## src/sarp_pkg.sv

```systemverilog
/*
  Shared constants and carrier types for the subranging sample pipeline.
  Assumes a single clock domain; the sample clock is a synchronous strobe.
*/
package sarp_pkg;
  // Field widths
  localparam int CODE_W   = 10;
  localparam int COARSE_W = 5;
  localparam int FINE_W   = 6;
  localparam int AIN_W    = 12;              // Digitised analog stand-in
  localparam int LAT      = 3;               // Pipeline edges to output
  localparam int FLUSH_EDGES = 4;            // Valid from this edge on
  localparam int FIFO_DEPTH  = 16;
  // Codes
  localparam logic [CODE_W-1:0] CODE_POS_FS = 10'h01FF;
  localparam logic [CODE_W-1:0] CODE_NEG_FS = 10'h0200;
  localparam logic [AIN_W-1:0]  AIN_POS_LIM = 12'h07FF;  // Top in-range input
  localparam logic [AIN_W-1:0]  AIN_NEG_LIM = 12'h0800;  // Bottom in-range input
  localparam logic [2:0]        FLUSH_CNT_W0 = 3'h0;
  localparam logic [2:0]        FLUSH_DONE   = 3'h4;
  // Timing
  localparam real CLK_NS      = 5.0;
  localparam real RECOVER_NS  = 3.0;
  localparam int  RECOVER_CYC = (RECOVER_NS / CLK_NS) < 1.0 ? 1 : int'(RECOVER_NS / CLK_NS);
  // Analog input sample; over/under mark overdrive beyond the nominal range
  typedef struct packed {
    logic signed [AIN_W-1:0] level;
    logic                    over;
    logic                    under;
  } sarp_ain_t;
  // One result word travelling down the pipeline
  typedef struct packed {
    logic [CODE_W-1:0] code;
    logic              oor;
  } sarp_word_t;
endpackage

```

## src/sarp_fifo.sv

```systemverilog
/*
  Synchronous FIFO with valid/ready on both sides.
  Assumes one clock and a clock enable that freezes it.
*/
`timescale 1ns/100ps
module sarp_fifo
  import sarp_pkg::*;
#(
  parameter int WIDTH = 11,
  parameter int DEPTH = 16
) (
  input  wire logic             ref_clk,
  input  wire logic             rst,
  input  wire logic             ce,
  input  wire logic [WIDTH-1:0] in_data,
  input  wire logic             in_valid,
  output logic                  in_ready,
  output logic [WIDTH-1:0]      out_data,
  output logic                  out_valid,
  input  wire logic             out_ready
);
  localparam int AW = $clog2(DEPTH);
  typedef struct packed {
    logic [AW-1:0] wp;
    logic [AW-1:0] rp;
    logic [AW:0]   cnt;
  } sarp_fifo_st_t;

  sarp_fifo_st_t st_reg, st_next;
  logic [WIDTH-1:0] mem [DEPTH];
  logic push, pop;

  // Handshakes; honest full and empty come from the count
  assign in_ready  = (st_reg.cnt != (AW+1)'(DEPTH));
  assign out_valid = (st_reg.cnt != '0);
  assign out_data  = mem[st_reg.rp];
  assign push = ce && in_valid && in_ready;
  assign pop  = ce && out_valid && out_ready;

  // Pointer update
  always_comb begin
    st_next = st_reg;
    if (push) st_next.wp = st_reg.wp + 1'b1;
    if (pop)  st_next.rp = st_reg.rp + 1'b1;
    st_next.cnt = st_reg.cnt + (AW+1)'(push) - (AW+1)'(pop);
  end

  always_ff @(posedge ref_clk or posedge rst) begin
    if (rst) st_reg <= '0;
    else     st_reg <= st_next;
  end

  // Storage has no reset; the count guards stale words
  always_ff @(posedge ref_clk) begin
    if (push) mem[st_reg.wp] <= in_data;
  end
endmodule

```

## src/sarp_top.sv

```systemverilog
/*
  Digital side of a two-step subranging converter: coarse and fine
  estimates, overlap correction, saturation, three-edge latency, flush.
  Assumes the sample clock arrives as a synchronous rising-edge strobe.
*/
`timescale 1ns/100ps
module sarp_top
  import sarp_pkg::*;
(
  input  wire logic              ref_clk,
  input  wire logic              rst,
  input  wire logic              ce,
  input  wire logic              sample_edge,
  input  wire logic              clk_restart,
  input  wire sarp_ain_t         ain,
  output logic [CODE_W-1:0]      sample_code_bits,
  output logic                   out_of_range,
  output logic                   code_valid,
  output sarp_word_t             fifo_word,
  output logic                   fifo_valid,
  input  wire logic              fifo_ready,
  output logic                   fifo_overflow
);
  typedef struct packed {
    sarp_ain_t         held;
    logic              s1_v;
    logic [COARSE_W-1:0] coarse;
    logic [FINE_W-1:0] fine;
    logic              s1_over;
    logic              s1_under;
    sarp_word_t        s2;
    sarp_word_t        outw;
    logic [2:0]        flush;
    logic              valid;
    logic              push;
    logic              ovf;
  } sarp_st_t;

  sarp_st_t st_reg, st_next;
  logic in_ready;
  sarp_word_t f_data;
  logic f_valid;
  logic signed [AIN_W-1:0] residue;
  logic [CODE_W:0] merged;

  ////////////////////////////////////////////////////////////////////////
  // Coarse reconstruction and residue; coarse uses top five bits
  // coarse and residue
  assign residue = st_reg.held.level -
                   {st_reg.held.level[AIN_W-1 -: COARSE_W], {(AIN_W-COARSE_W){1'b0}}};
  // overlap correction merge
  // Fine carries one redundant bit; its top bit corrects the coarse LSB
  assign merged = {st_reg.coarse, {(CODE_W-COARSE_W){1'b0}}} +
                  (CODE_W+1)'(st_reg.fine) - (CODE_W+1)'(1 << (FINE_W-2));

  ////////////////////////////////////////////////////////////////////////
  // Pipeline: edge N capture, N+1 estimates, N+2 correction, N+3 out
  always_comb begin
    st_next = st_reg;
    st_next.push = 1'b0;
    if (sample_edge) begin
      st_next.held = ain;
      st_next.coarse = st_reg.held.level[AIN_W-1 -: COARSE_W];
      st_next.fine = FINE_W'((residue >>> (AIN_W-CODE_W)) + (1 << (FINE_W-2)));
      st_next.s1_over  = st_reg.held.over;
      st_next.s1_under = st_reg.held.under;
      if (st_reg.s1_over)       st_next.s2 = '{code: CODE_POS_FS, oor: 1'b1};
      else if (st_reg.s1_under) st_next.s2 = '{code: CODE_NEG_FS, oor: 1'b1};
      else                      st_next.s2 = '{code: merged[CODE_W-1:0], oor: 1'b0};
      st_next.outw = st_reg.s2;
      if (st_reg.flush != FLUSH_DONE) st_next.flush = st_reg.flush + 3'h1;
      st_next.valid = (st_reg.flush >= FLUSH_DONE - 3'h1);
      st_next.push  = (st_reg.flush >= FLUSH_DONE - 3'h1);
    end
    if (clk_restart) begin
      st_next.flush = FLUSH_CNT_W0;
      st_next.valid = 1'b0;
    end
    // Words lost when the consumer stalls too long
    if (st_reg.push && !in_ready) st_next.ovf = 1'b1;
  end

  always_ff @(posedge ref_clk or posedge rst) begin
    if (rst)     st_reg <= '0;
    else if (ce) st_reg <= st_next;
  end

  ////////////////////////////////////////////////////////////////////////
  // Output buffering toward capture logic
  sarp_fifo #(.WIDTH(CODE_W+1), .DEPTH(FIFO_DEPTH)) u_fifo (
    .ref_clk   (ref_clk),
    .rst       (rst),
    .ce        (ce),
    .in_data   (st_reg.outw),
    .in_valid  (st_reg.push),
    .in_ready  (in_ready),
    .out_data  (f_data),
    .out_valid (f_valid),
    .out_ready (fifo_ready)
  );

  assign sample_code_bits = st_reg.outw.code;
  assign out_of_range     = st_reg.outw.oor;
  assign code_valid       = st_reg.valid;
  assign fifo_overflow    = st_reg.ovf;
  assign fifo_word        = f_data;
  assign fifo_valid       = f_valid;
endmodule

```

## config.mk

```make
export PLATFORM = sky130hd
export DESIGN_NAME = sarp_top
export DESIGN_NICKNAME = d
export VERILOG_FILES = /design/src/sarp_pkg.sv /design/src/sarp_fifo.sv /design/src/sarp_top.sv
export SDC_FILE = /design/constraint.sdc
export NUM_CORES = 1
export LEC_CHECK = 0
export ABC_AREA = 1
export BUFFER_PORTS_ARGS = -buffer_cell sky130_fd_sc_hd__clkbuf_2
export CAP_MARGIN = 25
export CORE_ASPECT_RATIO = 1.75
export CORE_MARGIN = 2
export CORE_UTILIZATION = 35
export CTS_CLUSTER_SIZE = 25
export DETAILED_ROUTE_END_ITERATION = 6
export GPL_TIMING_DRIVEN = 0
export REMOVE_ABC_BUFFERS = 1
export SLEW_MARGIN = 20
export SYNTH_ARGS = -nofsm -noshare
export SYNTH_HDL_FRONTEND = slang
export SYNTH_SLANG_ARGS = --single-unit
```

## constraint.sdc

```tcl
create_clock -name ref_clk -period 2.4 [get_ports ref_clk]
set_input_delay 0.36 -clock ref_clk [delete_from_list [all_inputs] [get_ports ref_clk]]
set_output_delay 0.36 -clock ref_clk [all_outputs]
set_load 0.03 [all_outputs]
```

==> Yosys cells after proc, flatten, opt, wreduce, memory -nomap -nowiden <==
Memory sizes are Yosys's and may differ from the RTL's.
Cells that the tools add are included.
{ "classes": {"addsub": 9, "order_cmp": 1, "eq_ne": 2, "n_mux": 7, "n_reduce_logical": 13} }
{ "ops": {"columns": ["cell", "count"], "rows": [
  ["$mux 11", 2],
  ["$add 10x6->10", 1],
  ["$sub 10x5->10 const B", 1],
  ["$add 4x1->4 const B", 2],
  ["$sub 8x8->8", 1],
  ["$add 6x6->6 const B", 1],
  ["$reduce_and 2->1", 3],
  ["$add 5x1->5", 1],
  ["$logic_and 1x1->1", 5],
  ["$mux 5", 1],
  ["$ne 5x5->1 const B", 1],
  ["$reduce_bool 5->1", 1],
  ["$sub 5x1->5", 1],
  ["$mux 4", 1],
  ["$reduce_bool 2->1", 2],
  ["$add 3x1->3 const B", 1],
  ["$ge 3x2->1 const B", 1],
  ["$mux 3", 1],
  ["$ne 3x3->1 const B", 1],
  ["$reduce_and 3->1", 1],
  ["$mux 1", 2],
  ["$logic_not 1->1", 1]
]} }
{ "totals": {"register_bits": 68, "ram_bits": 176, "inputBits": 20, "output_inout_bits": 25, "mem_count": 1} }
{ "memory_table": {"columns": ["name", "depth", "width", "read_ports", "rd_ports_with_merged_regs", "wr", "line", "text"], "rows": [
  ["u_fifo.mem", 16, 11, 1, 0, 1, "sarp_fifo.sv:30", "logic [WIDTH-1:0] mem [DEPTH];"]
]} }

==> Logic depth before layout (Yosys ltp) <==
{ "logic_depth": {"word_depth": 4, "ltp_mapped": 13, "depth_no_buf": 13} }

==> Modules after synthesis <==
Synthesis repeated with hierarchy kept, for this count alone.
{ "unflattened": {"cells_unflattened": 1074, "area_unflattened_um2": 10892.9} }
{ "modules_own_cells": {"columns": ["mod", "n_inst", "cells_each", "area_each_um2", "seq_area_each_um2"], "rows": [
  ["sarp_fifo", 1, 813, 8470.6, 5610.4],
  ["sarp_top", 1, 261, 2422.3, 1326.3]
]} }

==> Worst setup path after synthesis <==
Ideal clock, no wire load.
{ "synth_timing": {"kind": "flip-flop to flip-flop", "from": "reg u_fifo.st_reg[3] (netlist bit)", "to": "reg u_fifo.st_reg[4] (netlist bit)", "t_arrival_ns": 2.587, "slack_ns": -0.315, "stages_incl_launch_ff": 14, "n_path_buf": 0, "cell_sequence": "dfrtp_1 > inv_1 > ha_1 > nand4_1 > nand3_1 > inv_1 > ha_1 > inv_1 > ha_1 > inv_1 > fa_1 > o21ai_0 > a21oi_1 > xor2_1"} }
{ "synth_rtl": {"columns": ["element", "line", "text"], "rows": [
  ["start: declaration", "sarp_fifo.sv:29", "sarp_fifo_st_t st_reg, st_next;"],
  ["start signal: assignment", "sarp_fifo.sv:50", "else st_reg <= st_next;"]
]} }

==> impl_metrics.ini <==
[floorplanning]
io_pins = 45
die_y_um = 233
core_um2 = 29400
fp.dieW_um = 135
initial_core_util_pct = 35.6
rows = 83
die_area_um2 = 31300

[layout]
layout-drive-gt1-share_pct = 21.7
utilization_pct = 44.1
diodes = 0
final_nets = 1115
layoutNonFillerInstCount = 1472
area_delta_synth_final_pct = 23.9
largest_register_ffs = 176

[sta]
setup_slack_ns = -0.00993
hold_viol_final = 0
setup_viol = 1
clock.fmax_mhz = 415
min_period_ns = 2.41
final.period_utilization_pct = 100
max-slew-margin-rel_pct = 43.3
holdWs_ns = 0.0353
rsz0062_at_grt = true
maxSlewViolCount = 0
worstMarginPinSlew_ns = 0.849
finClkSkew_ns = 0.0103

[clocking]
cts_max_level = 1
clock_path_buffers = 3
clk_latency_ns = 0.52
path_clk_slew_ns = 0.07
cts_buffers = 22
cts_root_buf = clkbuf_16
cts_tree = built
cts_sinks = 242

[yosys]
async_flop_share_pct = 27.3
synth-main-ff-cell = edfxtp_1
ys_seq_elements = 242
ys_seq_area_share_pct = 66.3
yosysWarnings = 0
synth_area_um2 = 10500
synth-edff-count = 176
ys_types = 27
synthCells = 1014
syn_avg_cell_area_um2 = 10.3

[power]
power_frac_clock_pct = 23.8
ir_worst_vdd_mv = 0.551
internal-power_mw = 10.0
swShare_pct = 37.1
p_leak_nw = 5.53
pwr-share-comb_pct = 41.6
switchingPower_mw = 5.91
p_seq_share_pct = 34.6
p_per_area_nw_per_um2 = 1230

[drt]
wl_um = 25300
drtAntennaViolNets = 0
vias = 7079
initialDrtViolationCount = 520
wl_per_cell_um = 17.2
route.detailed.drc = 0
vias_per_cell = 4.81
firstDrtPassIters = 5

[setup_path]
reg2regPathDepth = 13
cp-end-kind = output pin
crit_arrival_ns = 2.05
cp-start-kind = register
critPathKind = register to output pin
worstPathRequired_ns = 2.04
cp_max_fo = 8

[placement]
placed_cells = 1393
io_buffers = 42
pre_cts_ws_ns = -0.401
gp_congestion = 0.797
dpl.hpwl_um = 13600

[worst_hold_path]
hp-class = input pin to register
min_delay_path_depth = 3

[global_route]
grt_pass1_wl_um = 37400
grt_max_degree = 57
gr-total-overflow = 0
use_met2_pct = 29.3
antenna_found_initial = 0
busiest_layer = met2
met1_usage_pct = 17.0
grtUsageTotal_pct = 15.6
grt_pass1_vias = 6808
grt_util_met3_pct = 1.79

[outcome]
outcome = finished, violations left
violations = setup timing

[run]
drv_cap = 0
-- metrics by stage --
step                      cell area (um2)  power (mW)  setup TNS, ns
after detailed placement            11000        9.82          -3.38
after CTS                           12500        15.1         -0.378
final                               13000        15.9       -0.00993
after floorplan                     10100        8.27         -14.71
after global placement              10800        9.42        -107.72
after global routing                13000        16.7         -0.611
-- synth_stat cells (5+ instances only) --
| library cell | instances | share of area [%] |
|---|---|---|
| a21oi_1 | 7 | 0.34 |
| a22oi_1 | 8 | 0.57 |
| buf_2 | 14 | 0.67 |
| buf_4 | 20 | 1.4 |
| buf_6 | 5 | 0.54 |
| clkbuf_1 | 13 | 0.47 |
| dfrtp_1 | 66 | 16 |
| edfxtp_1 | 176 | 51 |
| ha_1 | 19 | 2.3 |
| inv_1 | 93 | 3.3 |
| nand2_1 | 391 | 14 |
| nand3_1 | 102 | 4.9 |
| nor2_1 | 34 | 1.2 |
| o21ai_0 | 30 | 1.4 |
| o21ai_1 | 8 | 0.38 |
| xor2_1 | 7 | 0.59 |
-- logic make-up after synthesis --
logic type	count (synthesis)	share of synthesized area (%)
adder cells (fa/ha/maj)	21	2.66
AO/OA/AOI/OAI	61	3.29
AND/OR/NAND/NOR	529	20.3
XOR/XNOR	9	0.754
flip-flops	242	66.3
buffers and inverters	152	6.70
-- worst paths after layout --
check | endpoint | slack, ns | startpoint
setup / recovery | fifo_word[0] | -0.01 | u_fifo.st_reg[5]
hold / removal | st_reg[49] | 0.04 | ain[7]
setup reg to reg | u_fifo.st_reg[4] | 0.13 | u_fifo.st_reg[3]
hold reg to reg | st_reg[31] | 0.47 | st_reg[47]
max in group asynchronous | st_reg[3] | 1.56 | rst
min in group asynchronous | u_fifo.st_reg[5] | 0.31 | rst
-- timing repair --
action / in CTS / in global routing
resized for setup: 75 / 81
endpoints found under the hold margin: 10 / 0
buffers inserted: 12 / 9
gates cloned: 10 / 7
setup endpoints to repair: 14 / 12
pin swaps: 11 / 43
hold buffers: 1 / 0
-- layout make-up --
type	count	area [um2]
multi-input cells	620	3190
repair inverters	4	52.6
inverters	98	420
clock inverters	10	114
clock buffers	30	684
fillers	2657	16400
flip-flops and latches	242	6950
well taps	382	478
repair buffers	86	1070
-- layer usage --
metal  wire length [um]  share of wire [%]
met2              13600                 54
met4               1240                4.9
met1               9280                 37
met3               1150                4.6
met5                  0                  0
-- power groups by stage --
stage | Combinational (mW) | Clock (mW) | Sequential, mW
floorplan | 2.61 | 0 | 5.66
global placement | 3.53 | 0 | 5.89
detailed placement | 4.16 | 0 | 5.66
CTS | 5.75 | 3.85 | 5.49
global route | 7.15 | 4.02 | 5.57
finish | 6.63 | 3.78 | 5.51
-- worst max-delay path, stage by stage (launching register included) --
cell and delay, ns:
dfrtp_4 0.46, buf_16 0.20, clkinv_16 0.10, buf_16 0.16
buf_6 0.12, nand2_2 0.05, nand3_2 0.06, nand3_2 0.07
nand3_2 0.09, nand2_2 0.10, buf_8 0.12
-- cell usage in the layout (no fill, tap or decap), types with 3 or more instances in the layout --
master,count
clkbuf_2,31
dfrtp_1,62
a22oi_1,8
nor2_2,14
a21oi_1,6
o21ai_1,8
xor2_1,7
clkinvlp_4,4
nand2_2,35
ha_1,16
inv_1,86
o211ai_1,3
clkinv_1,3
nand3_2,37
buf_4,16
clkbuf_8,4
o21ai_0,29
nand2_1,354
inv_2,5
clkbuf_16,30
clkinv_2,4
edfxtp_1,176
buf_6,5
buf_8,12
nor2_1,19
buf_16,14
nand3_1,65
Power figures use the tool's default switching activity.
